File: src/rtl/iocc_pkg.sv
package iocc_pkg;

  // ----------------------------------------------------------------
  // Address space
  // ----------------------------------------------------------------
  localparam int          IO_ADDR_W      = 16;
  localparam int          MEM_ADDR_W     = 20;
  localparam int          NUM_BLOCKS     = 8;
  localparam int          BLOCK_SIZE     = 8192;
  localparam int          BLK_W          = 3;
  localparam int          BLK_LSB        = 13;
  localparam logic [15:0] INT_LIMIT      = 16'h0100;
  localparam int          AUX_ADDR_W     = 6;
  localparam int          DATA_W         = 8;

  // ----------------------------------------------------------------
  // Cycle lengths and wait-state extra clocks
  // ----------------------------------------------------------------
  localparam logic [4:0]  EXT_BASE_CLKS  = 5'h03;
  localparam logic [4:0]  INT_CLKS       = 5'h02;
  localparam logic [4:0]  WS_CODE0_CLKS  = 5'h00;
  localparam logic [4:0]  WS_CODE1_CLKS  = 5'h01;
  localparam logic [4:0]  WS_CODE2_CLKS  = 5'h06;
  localparam logic [4:0]  WS_CODE3_CLKS  = 5'h0e;

  // ----------------------------------------------------------------
  // Register offsets (byte addresses)
  // ----------------------------------------------------------------
  localparam logic [7:0]  OFS_CTRL       = 8'h00;
  localparam logic [7:0]  OFS_WAIT       = 8'h04;
  localparam logic [7:0]  OFS_PE_FUNC    = 8'h08;
  localparam logic [7:0]  OFS_PE_BLK     = 8'h0c;
  localparam logic [7:0]  OFS_STATUS     = 8'h10;

  // ----------------------------------------------------------------
  // Field positions and reset values
  // ----------------------------------------------------------------
  localparam int          CTRL_AUX_EN    = 0;
  localparam int          ST_COUNT_LSB   = 0;
  localparam int          ST_BLK_LSB     = 16;
  localparam int          ST_AUX_BIT     = 30;
  localparam int          ST_BUSY_BIT    = 31;
  localparam logic        RST_AUX_EN     = 1'b0;
  localparam logic [15:0] RST_WAIT       = 16'h0000;
  localparam logic [15:0] RST_PE_FUNC    = 16'h0000;
  localparam logic [23:0] RST_PE_BLK     = 24'h00_0000;

  // ----------------------------------------------------------------
  // Types
  // ----------------------------------------------------------------
  typedef enum logic [1:0] {
    PE_OFF,
    PE_CHIP_SEL,
    PE_RD_STROBE,
    PE_WR_STROBE
  } iocc_pe_func_t;

  typedef enum logic {
    PH_IDLE,
    PH_BUSY
  } iocc_phase_t;

  typedef struct packed {
    logic                  io_prefix;
    logic                  write;
    logic [MEM_ADDR_W-1:0] addr;
    logic [DATA_W-1:0]     wdata;
  } iocc_req_t;

  typedef struct packed {
    logic              done;
    logic [DATA_W-1:0] rdata;
  } iocc_rsp_t;

endpackage

File: src/rtl/iocc_pe_pin.sv
`timescale 1ns/1ps
module iocc_pe_pin
  import iocc_pkg::*;
(
  input  wire logic             busy_in,
  input  wire logic             write_in,
  input  wire logic [BLK_W-1:0] cur_blk_in,
  input  wire logic [1:0]       func_in,
  input  wire logic [BLK_W-1:0] sel_blk_in,
  output logic                  pin_n_out,
  output logic                  pin_oe_n_out
);

  // ----------------------------------------------------------------
  // Active only inside the assigned block
  // ----------------------------------------------------------------
  logic hit;

  always_comb begin
    hit          = busy_in && (cur_blk_in == sel_blk_in);
    pin_oe_n_out = (iocc_pe_func_t'(func_in) == PE_OFF);
    unique case (iocc_pe_func_t'(func_in))
      PE_CHIP_SEL:  pin_n_out = !hit;
      PE_RD_STROBE: pin_n_out = !(hit && !write_in);
      PE_WR_STROBE: pin_n_out = !(hit && write_in);
      PE_OFF:       pin_n_out = 1'b1;
    endcase
  end

endmodule // iocc_pe_pin

File: src/rtl/iocc_io_bus_ctrl.sv
// The APB interface to the registers and the register addresses were chosen for this implementation.
`timescale 1ns/1ps
// Summary of operation
// - Only requests carrying the I/O prefix run I/O cycles; others go to memory.
// - I/O space is 64K locations on 16 address lines, apart from memory.
// - Dedicated active-low I/O read and write strobes mark each I/O cycle.
// - An external I/O cycle without wait states lasts exactly 3 clocks.
// - Wait states add 1, 6 or 14 clocks, nothing else.
// - The I/O space is split into 8 blocks of 8192 addresses.
// - Each block has its own wait-state setting, applied to its external cycles.
// - Port E pins can be block chip select, read or write strobe.
// - The lowest 256 I/O addresses belong to internal peripherals.
// - Cycles to internal peripherals last 2 clocks.
// - The auxiliary bus is off after reset until software enables it.
// - Auxiliary data uses port A, eight bits; auxiliary address uses port B, six.
// - The auxiliary bus shares the ordinary I/O strobes; no own controls.
// - With auxiliary bus on, each I/O cycle runs on both buses.
// - Memory cycles leave the auxiliary bus untouched.
// - Auxiliary address holds its last value until the next I/O cycle.
// - Auxiliary data lines float whenever no I/O cycle runs.
// - Enabling the auxiliary bus disables the slave port sharing its pins.
module iocc_io_bus_ctrl
  import iocc_pkg::*;
#(
  parameter int PE_PINS = 8
) (
  input  wire logic                  clock_in,
  input  wire logic                  rst_n_in,
  // APB register port
  input  wire logic                  psel_in,
  input  wire logic                  penable_in,
  input  wire logic                  pwrite_in,
  input  wire logic [7:0]            paddr_in,
  input  wire logic [31:0]           pwdata_in,
  output logic                       pready_out,
  output logic [31:0]                prdata_out,
  output logic                       pslverr_out,
  // Core request and answer
  input  wire logic                  req_valid_in,
  input  wire iocc_req_t             req_in,
  output logic                       req_ready_out,
  output iocc_rsp_t                  rsp_out,
  output logic                       mem_fwd_out,
  // Internal peripherals
  output logic                       int_sel_out,
  output logic                       int_write_out,
  input  wire logic [DATA_W-1:0]     int_rdata_in,
  // Main I/O bus pins
  output logic [IO_ADDR_W-1:0]       io_addr_out,
  output logic [DATA_W-1:0]          io_data_out,
  output logic                       io_data_oe_n_out,
  input  wire logic [DATA_W-1:0]     io_data_in,
  output logic                       io_read_strobe_n_out,
  output logic                       io_write_strobe_n_out,
  // Port E strobes
  output logic [PE_PINS-1:0]         pe_n_out,
  output logic [PE_PINS-1:0]         pe_oe_n_out,
  // Auxiliary bus on ports A and B
  output logic [DATA_W-1:0]          aux_data_out,
  output logic                       aux_data_oe_n_out,
  input  wire logic [DATA_W-1:0]     aux_data_in,
  output logic [AUX_ADDR_W-1:0]      aux_addr_out,
  output logic                       aux_addr_oe_n_out,
  output logic                       slave_port_en_out
);

  // ----------------------------------------------------------------
  // Elaboration checks
  // ----------------------------------------------------------------
  if (PE_PINS < 1 || PE_PINS > 8) begin : g_pe_check
    $error("PE_PINS must lie between 1 and 8");
  end
  if (NUM_BLOCKS * BLOCK_SIZE != 2 ** IO_ADDR_W) begin : g_space_check
    $error("Blocks must tile the I/O space exactly");
  end
  if (BLK_LSB + BLK_W != IO_ADDR_W || 2 ** BLK_W != NUM_BLOCKS) begin : g_blk_check
    $error("Block number must be the top address bits");
  end
  if (AUX_ADDR_W > BLK_LSB || int'(INT_LIMIT) > BLOCK_SIZE) begin : g_range_check
    $error("Auxiliary and internal ranges must lie inside one block");
  end
  if (int'(EXT_BASE_CLKS) + int'(WS_CODE3_CLKS) > 31) begin : g_len_check
    $error("Longest cycle must fit the cycle counter");
  end

  // ----------------------------------------------------------------
  // State
  // ----------------------------------------------------------------
  typedef struct packed {
    iocc_phase_t           phase;
    logic [4:0]            cnt;
    logic [IO_ADDR_W-1:0]  addr;
    logic                  write;
    logic                  internal;
    logic [DATA_W-1:0]     wdata;
    logic [DATA_W-1:0]     rdata;
    logic                  done;
    logic                  mem_fwd;
    logic                  rd_n;
    logic                  wr_n;
    logic [PE_PINS-1:0]    pe_n;
    logic [AUX_ADDR_W-1:0] aux_addr;
    logic                  aux_en;
    logic [15:0]           wait_cfg;
    logic [15:0]           pe_func;
    logic [23:0]           pe_blk;
    logic [15:0]           io_count;
    logic [31:0]           prdata;
    logic                  pslverr;
    logic [DATA_W-1:0]     main_d1;
    logic [DATA_W-1:0]     main_d2;
    logic [DATA_W-1:0]     aux_d1;
    logic [DATA_W-1:0]     aux_d2;
  } iocc_state_t;

  iocc_state_t cur;
  iocc_state_t next_cur;

  localparam iocc_state_t RST_STATE = '{
    phase:    PH_IDLE,
    cnt:      5'h00,
    addr:     16'h0000,
    write:    1'b0,
    internal: 1'b0,
    wdata:    8'h00,
    rdata:    8'h00,
    done:     1'b0,
    mem_fwd:  1'b0,
    rd_n:     1'b1,
    wr_n:     1'b1,
    pe_n:     '1,
    aux_addr: 6'h00,
    aux_en:   RST_AUX_EN,
    wait_cfg: RST_WAIT,
    pe_func:  RST_PE_FUNC,
    pe_blk:   RST_PE_BLK,
    io_count: 16'h0000,
    prdata:   32'h0000_0000,
    pslverr:  1'b0,
    main_d1:  8'h00,
    main_d2:  8'h00,
    aux_d1:   8'h00,
    aux_d2:   8'h00
  };

  // ----------------------------------------------------------------
  // Wait-state code to extra clocks
  // ----------------------------------------------------------------
  function automatic logic [4:0] wait_clks(input logic [1:0] code);
    unique case (code)
      2'd0: wait_clks = WS_CODE0_CLKS;
      2'd1: wait_clks = WS_CODE1_CLKS;
      2'd2: wait_clks = WS_CODE2_CLKS;
      2'd3: wait_clks = WS_CODE3_CLKS;
    endcase
  endfunction

  // ----------------------------------------------------------------
  // Bus state of the coming clock
  // ----------------------------------------------------------------
  logic             start;
  logic             next_busy;
  logic             next_write;
  logic [BLK_W-1:0] next_blk;

  // Kept apart from the next-state logic so no loop runs through the pins
  always_comb begin
    start      = req_valid_in && req_in.io_prefix && (cur.phase == PH_IDLE);
    next_busy  = start || ((cur.phase == PH_BUSY) && (cur.cnt != 5'h00));
    next_write = start ? req_in.write : cur.write;
    next_blk   = start ? req_in.addr[BLK_LSB +: BLK_W] : cur.addr[BLK_LSB +: BLK_W];
  end

  // ----------------------------------------------------------------
  // Port E pin decoders, registered with the strobes
  // ----------------------------------------------------------------
  logic [PE_PINS-1:0] pe_n_next;
  logic [PE_PINS-1:0] pe_oe_n;

  for (genvar i = 0; i < PE_PINS; i++) begin : g_pe
    iocc_pe_pin u_pin (
      .busy_in      (next_busy),
      .write_in     (next_write),
      .cur_blk_in   (next_blk),
      .func_in      (cur.pe_func[2*i +: 2]),
      .sel_blk_in   (cur.pe_blk[BLK_W*i +: BLK_W]),
      .pin_n_out    (pe_n_next[i]),
      .pin_oe_n_out (pe_oe_n[i])
    );
  end

  // ----------------------------------------------------------------
  // Next-state logic
  // ----------------------------------------------------------------
  logic             accept;
  logic             apb_setup;
  logic             apb_write;
  logic [BLK_W-1:0] req_blk;
  logic [4:0]       req_len;
  logic             req_int;

  always_comb begin
    next_cur  = cur;
    accept    = req_valid_in && (cur.phase == PH_IDLE);
    apb_setup = psel_in && !penable_in;
    apb_write = psel_in && penable_in && pwrite_in;
    req_blk   = req_in.addr[BLK_LSB +: BLK_W];
    req_int   = (req_in.addr[IO_ADDR_W-1:0] < INT_LIMIT);
    if (req_int) begin
      req_len = INT_CLKS;
    end else begin
      req_len = EXT_BASE_CLKS + wait_clks(cur.wait_cfg[2*req_blk +: 2]);
    end

    // Pin data passes two flip-flops before use
    next_cur.main_d1 = io_data_in;
    next_cur.main_d2 = cur.main_d1;
    next_cur.aux_d1  = aux_data_in;
    next_cur.aux_d2  = cur.aux_d1;

    next_cur.done    = 1'b0;
    next_cur.mem_fwd = 1'b0;

    unique case (cur.phase)
      PH_IDLE: begin
        if (accept && req_in.io_prefix) begin
          next_cur.phase    = PH_BUSY;
          next_cur.cnt      = req_len - 5'h01;
          next_cur.addr     = req_in.addr[IO_ADDR_W-1:0];
          next_cur.write    = req_in.write;
          next_cur.internal = req_int;
          next_cur.wdata    = req_in.wdata;
          next_cur.aux_addr = req_in.addr[AUX_ADDR_W-1:0];
        end else if (accept) begin
          next_cur.mem_fwd  = 1'b1;
        end
      end
      PH_BUSY: begin
        if (cur.cnt == 5'h00) begin
          next_cur.phase    = PH_IDLE;
          next_cur.done     = 1'b1;
          next_cur.io_count = cur.io_count + 16'h0001;
          if (!cur.write) begin
            if (cur.internal) begin
              next_cur.rdata = int_rdata_in;
            end else if (cur.aux_en) begin
              next_cur.rdata = cur.aux_d2;
            end else begin
              next_cur.rdata = cur.main_d2;
            end
          end
        end else begin
          next_cur.cnt = cur.cnt - 5'h01;
        end
      end
    endcase

    // Strobes cover every clock of an I/O cycle
    next_cur.rd_n = !((next_cur.phase == PH_BUSY) && !next_cur.write);
    next_cur.wr_n = !((next_cur.phase == PH_BUSY) && next_cur.write);
    next_cur.pe_n = pe_n_next;

    // APB: read data prepared in the setup cycle
    if (apb_setup) begin
      next_cur.pslverr = 1'b0;
      next_cur.prdata  = 32'h0000_0000;
      unique case (paddr_in)
        OFS_CTRL:    next_cur.prdata[CTRL_AUX_EN] = cur.aux_en;
        OFS_WAIT:    next_cur.prdata[15:0] = cur.wait_cfg;
        OFS_PE_FUNC: next_cur.prdata[15:0] = cur.pe_func;
        OFS_PE_BLK:  next_cur.prdata[23:0] = cur.pe_blk;
        OFS_STATUS: begin
          next_cur.prdata[ST_COUNT_LSB +: 16]   = cur.io_count;
          next_cur.prdata[ST_BLK_LSB +: BLK_W]  = cur.addr[BLK_LSB +: BLK_W];
          next_cur.prdata[ST_AUX_BIT]           = cur.aux_en;
          next_cur.prdata[ST_BUSY_BIT]          = (cur.phase == PH_BUSY);
        end
        default:     next_cur.pslverr = 1'b1;
      endcase
    end

    // Configuration changes only between I/O cycles take hold cleanly
    if (apb_write) begin
      unique case (paddr_in)
        OFS_CTRL:    next_cur.aux_en   = pwdata_in[CTRL_AUX_EN];
        OFS_WAIT:    next_cur.wait_cfg = pwdata_in[15:0];
        OFS_PE_FUNC: next_cur.pe_func  = pwdata_in[15:0];
        OFS_PE_BLK:  next_cur.pe_blk   = pwdata_in[23:0];
        default:     next_cur.pe_func  = next_cur.pe_func;
      endcase
    end
  end

  // ----------------------------------------------------------------
  // State register
  // ----------------------------------------------------------------
  always_ff @(posedge clock_in) begin
    if (!rst_n_in) begin
      cur <= RST_STATE;
    end else begin
      cur <= next_cur;
    end
  end

  // ----------------------------------------------------------------
  // APB and core answers
  // ----------------------------------------------------------------
  always_comb begin
    pready_out    = 1'b1;
    prdata_out    = cur.prdata;
    pslverr_out   = cur.pslverr;
    req_ready_out = (cur.phase == PH_IDLE);
    rsp_out.done  = cur.done;
    rsp_out.rdata = cur.rdata;
    mem_fwd_out   = cur.mem_fwd;
  end

  // ----------------------------------------------------------------
  // Main I/O bus and internal peripherals
  // ----------------------------------------------------------------
  logic busy;

  always_comb begin
    busy                  = (cur.phase == PH_BUSY);
    int_sel_out           = busy && cur.internal;
    int_write_out         = busy && cur.internal && cur.write;
    io_addr_out           = cur.addr;
    io_data_out           = cur.wdata;
    io_data_oe_n_out      = !(busy && cur.write);
    io_read_strobe_n_out  = cur.rd_n;
    io_write_strobe_n_out = cur.wr_n;
    pe_n_out              = cur.pe_n;
    pe_oe_n_out           = pe_oe_n;
  end

  // ----------------------------------------------------------------
  // Auxiliary bus, whose pins double as the slave port
  // ----------------------------------------------------------------
  always_comb begin
    aux_data_out          = cur.wdata;
    aux_data_oe_n_out     = !(cur.aux_en && busy && cur.write);
    aux_addr_out          = cur.aux_addr;
    aux_addr_oe_n_out     = !cur.aux_en;
    slave_port_en_out     = !cur.aux_en;
  end

endmodule // iocc_io_bus_ctrl

File: config.mk
export PLATFORM = sky130hd
export DESIGN_NAME = iocc_io_bus_ctrl
export DESIGN_NICKNAME = d
export VERILOG_FILES = /design/src/rtl/iocc_pkg.sv /design/src/rtl/iocc_pe_pin.sv /design/src/rtl/iocc_io_bus_ctrl.sv
export SDC_FILE = /design/constraint.sdc
export NUM_CORES = 1
export LEC_CHECK = 0
export ABC_AREA = 1
export CORE_MARGIN = 10
export CORE_UTILIZATION = 45
export DETAILED_ROUTE_END_ITERATION = 12
export DONT_BUFFER_PORTS = 1
export PLACE_DENSITY = 0.65
export SLEW_MARGIN = 10
export SYNTH_ARGS = -nofsm -noshare
export SYNTH_HDL_FRONTEND = slang
export SYNTH_SLANG_ARGS = --single-unit
File: constraint.sdc
create_clock -name clock_in -period 1.5 [get_ports clock_in]
set_input_delay 0.075 -clock clock_in [delete_from_list [all_inputs] [get_ports clock_in]]
set_output_delay 0.075 -clock clock_in [all_outputs]
set_load 0.01 [all_outputs]
==> impl_metrics.env <==
export IMPL_rsz0062_at_grt="yes"
export IMPL_path_class="reg -> reg"
export IMPL_port_buffers=0
export IMPL_syn_inst=1150
export IMPL_area_growth_pct=22.1
export IMPL_yosysSeqAreaShare_pct=43.1
export IMPL_crit_arrival_ns=1.95
export IMPL_place_congestion=0.893
export IMPL_synth_area_leaders="dfxtp_1 43%, buf_4 9.0%, nand2_1 7.1%"
export IMPL_worst_slack_ns=-0.0703
export IMPL_cts_tree="yes"
export IMPL_violations="negative setup slack"
export IMPL_drv_cap=0
export IMPL_synth_top_area_share_pct=43.1
export IMPL_drc=0
export IMPL_synth_compound_area_share_pct=16.6
export IMPL_required_ns=1.88
export IMPL_hold_violations=0
export IMPL_min_period_ns=1.57
export IMPL_fill_cells=1670
export IMPL_antenna_cells=0
export IMPL_wl_per_cell_um=17.4
export IMPL_finish_utilization_pct=55.7
export IMPL_routed_wl_um=25000
export IMPL_ys_ff_latch=184
export IMPL_drive_gt1_share_pct=18.3
export IMPL_cp_max_fo=4
export IMPL_grt_max_degree=84
export IMPL_dp_slack_ns=-0.140
export IMPL_root_buffer="clkbuf_16"
export IMPL_drv_slew=0
export IMPL_cts_buffers=17
export IMPL_clockBufferDepth=2
export IMPL_yosysWarnings=0
export IMPL_multiInputGateArea_um2=3690
export IMPL_dp_hpwl_um=17000
export IMPL_synth_area_leader_cell="dfxtp_1"
export IMPL_h_tree_depth=4
export IMPL_synth_top_family_by_area="simple AND/OR/NAND/NOR gates"
export IMPL_drtAntennaViolNets=0
export IMPL_core_area_um2=18700
export IMPL_yosys_area_share_xor_xnor_pct=2.46
export IMPL_synth_simple_area_share_pct=19.8
export IMPL_synth_cell_types=39
export IMPL_initial_core_util_pct=45.7
export IMPL_ios=207
export IMPL_clkLatencyLatePin_ns=0.44
export IMPL_grt_pass1_vias=6940
export IMPL_setup_viol_count_final=14
export IMPL_die_w_um=158
export IMPL_synthAdderAreaFrac_pct=0.586
export IMPL_powerDensity_nw_per_um2=1050
export IMPL_avgViaCountPerCell=5.13
export IMPL_drt_iter0_drc=752
export IMPL_vdd_ir_drop_worst_uv=831
export IMPL_clock_sinks=184
export IMPL_grt_pass1_wl_um=38000
export IMPL_p_leak_nw=4.33
export IMPL_rows=50
export IMPL_fmax_mhz=637
export IMPL_vias=7371
export IMPL_register_area_um2=3710
export IMPL_detail_route_first_pass_iterations=5
export IMPL_globalRoute_totalOverflow=0
export IMPL_fp_dieH_um=158
export IMPL_post_route_period_util_pct=105
export IMPL_status="finished with violations"
export IMPL_holdCritPathClass="in -> reg"
export IMPL_synthMuxAreaShare_pct=0
export IMPL_worstSetupEndpointType="register"
export IMPL_start_kind="register"
export IMPL_track_usage_pct=19.4
export IMPL_skew_ns=0.0120
export IMPL_fin_nets=1295
export IMPL_clk_pin_slew_ns=0.08
export IMPL_synthesis_area_um2=8540
export IMPL_dieArea_um2=24900
export IMPL_avgSynthCellArea_um2=7.43
export IMPL_grt_antenna_before_repair=0
==> where the power goes <==
part	internal, mW	leakage [nW]	switching [mW]
Clock	2.26	0.293	2.27
Combinational	0.575	2.53	0.665
Sequential	5.03	1.51	0.158
==> metal layers <==
layer	GRT usage, %	vias to the layer above	part of all wire [%]	wire, um
met5	0	-	0	0
met4	5.92	0	2.3	567
met3	5.59	36	8.2	2050
met2	30.1	266	46	11500
met1	25.5	3365	43	10800
li1	-	3704	-	-
==> critical path, cell delays in order (launching register included) <==
cell,delay (ns)
dfxtp_2,0.33
inv_2,0.07
nand2_2,0.05
nand3_2,0.07
nand3_2,0.12
and2_4,0.19
nand2_2,0.06
nand2_2,0.07
ha_4,0.19
nand2_1,0.06
nor2_1,0.04
nor2_1,0.10
nand2_1,0.07
a21oi_2,0.10
==> cells in the mapped netlist <==
library cell and number:
nand2_2 4, inv_1 120, nand3_2 2, a21oi_4 1
nand2_1 162, a31oi_1 2, nand3_4 1, clkbuf_1 32
o21ai_1 7, o21ai_4 2, inv_2 5, and2_1 1
nor3_1 27, nor2_4 2, buf_6 3, inv_8 1
a211oi_1 34, xor2_1 16, o21ai_0 112, nor3_2 3
nand3_1 36, o21a_1 1, nor4_1 1, nor2_1 146
buf_4 102, dfxtp_1 184, ha_1 4, clkinv_1 2
conb_1 2, buf_2 11, o22ai_1 3, nor2_2 3
a21oi_1 95, nand4_2 1, or2_2 2, xnor2_1 8
o211ai_1 1, buf_1 3, nand4_1 8
==> cell usage in the layout (no fill, tap or decap), types with 3 or more instances in the layout <==
cell and count:
dfxtp_1 167, nand2_1 150, nor2_1 142, o21ai_0 110
inv_1 106, dlygate4sd3_1 89, a21oi_1 88, buf_4 61
a211oi_1 34, nand3_1 27, nor3_1 19, inv_2 18
clkbuf_16 17, xor2_1 16, dfxtp_2 16, nand2_2 13
nor3_2 10, nand3_2 10, buf_12 9, nand4_1 8
o21ai_1 7, a21oi_2 7, conb_1 7, buf_6 7
xnor2_1 6, inv_8 6, nor2_4 6, nand2_4 4
clkinv_8 4, o21ai_4 3, nor2_2 3, clkinv_4 3
inv_6 3
==> area by class of cell <==
type | count | share of cell area [%]
tap | 234 | 2.81
multi-input combinational | 693 | 35.4
inverter | 128 | 4.74
timing repair buffer | 167 | 15.7
clock buffer | 17 | 4.08
clock inverter | 15 | 1.67
sequential | 184 | 35.6
==> repair_timing <==
item                                    CTS  global route
hold buffers                             90             0
resized for setup                        28            77
endpoints found under the setup margin   32            34
cloned                                    1             1
hold endpoints to repair                156             0
buffers inserted                          3            10
pin swaps                                 9            31
==> kinds of logic after synthesis <==
kind of cell,after synthesis
and+or+nand+nor,399
buffers and inverters,279
AOI/OAI and AO/OA,258
DFF,184
xor gates and xnor gates,24
adders and majority gates,4
other,2
==> sequential cells by signal, indices dropped and copies added, names as in the netlist <==
| name | count |
|---|---|
| pslverr_out | 1 |
| io_read_strobe_n_out | 1 |
| rsp_out | 9 |
| busy | 1 |
| io_write_strobe_n_out | 1 |
| cur | 112 |
| mem_fwd_out | 1 |
| pe_n_out | 8 |
| aux_data_out | 8 |
| prdata_out | 26 |
| io_addr_out | 16 |
==> through the flow <==
| stage | total power, mW | hold WS (ns) | std cells | TNS (ns) | cell area (um2) |
|---|---|---|---|---|---|
| floorplan | 6.02 | 0.173 | 1155 | 0 | 8560 |
| finish | 11.0 | 0.00923 | 1438 | -0.516 | 10400 |
| detailed placement | 6.14 | 0.177 | 1301 | -2.03 | 8460 |
| global placement | 6.12 | 0.173 | 1301 | -1.14 | 8460 |
| global route | 11.4 | 0.00103 | 1438 | -2.05 | 10400 |
| CTS | 10.9 | 0.00530 | 1427 | -0.0557 | 10100 |
==> worst paths after layout <==
check | from | to | slack, ns | cells after the start
worst max register to register | cur[135] | cur[192] | -0.07 | 13
worst min-delay path | rst_n_in | cur[1] | 0.009 | 3
worst max-delay path | cur[135] | cur[192] | -0.07 | 13
worst min register to register | cur[30] | cur[22] | 0.42 | 2
Note: power is estimated with default switching activity, not from simulation.
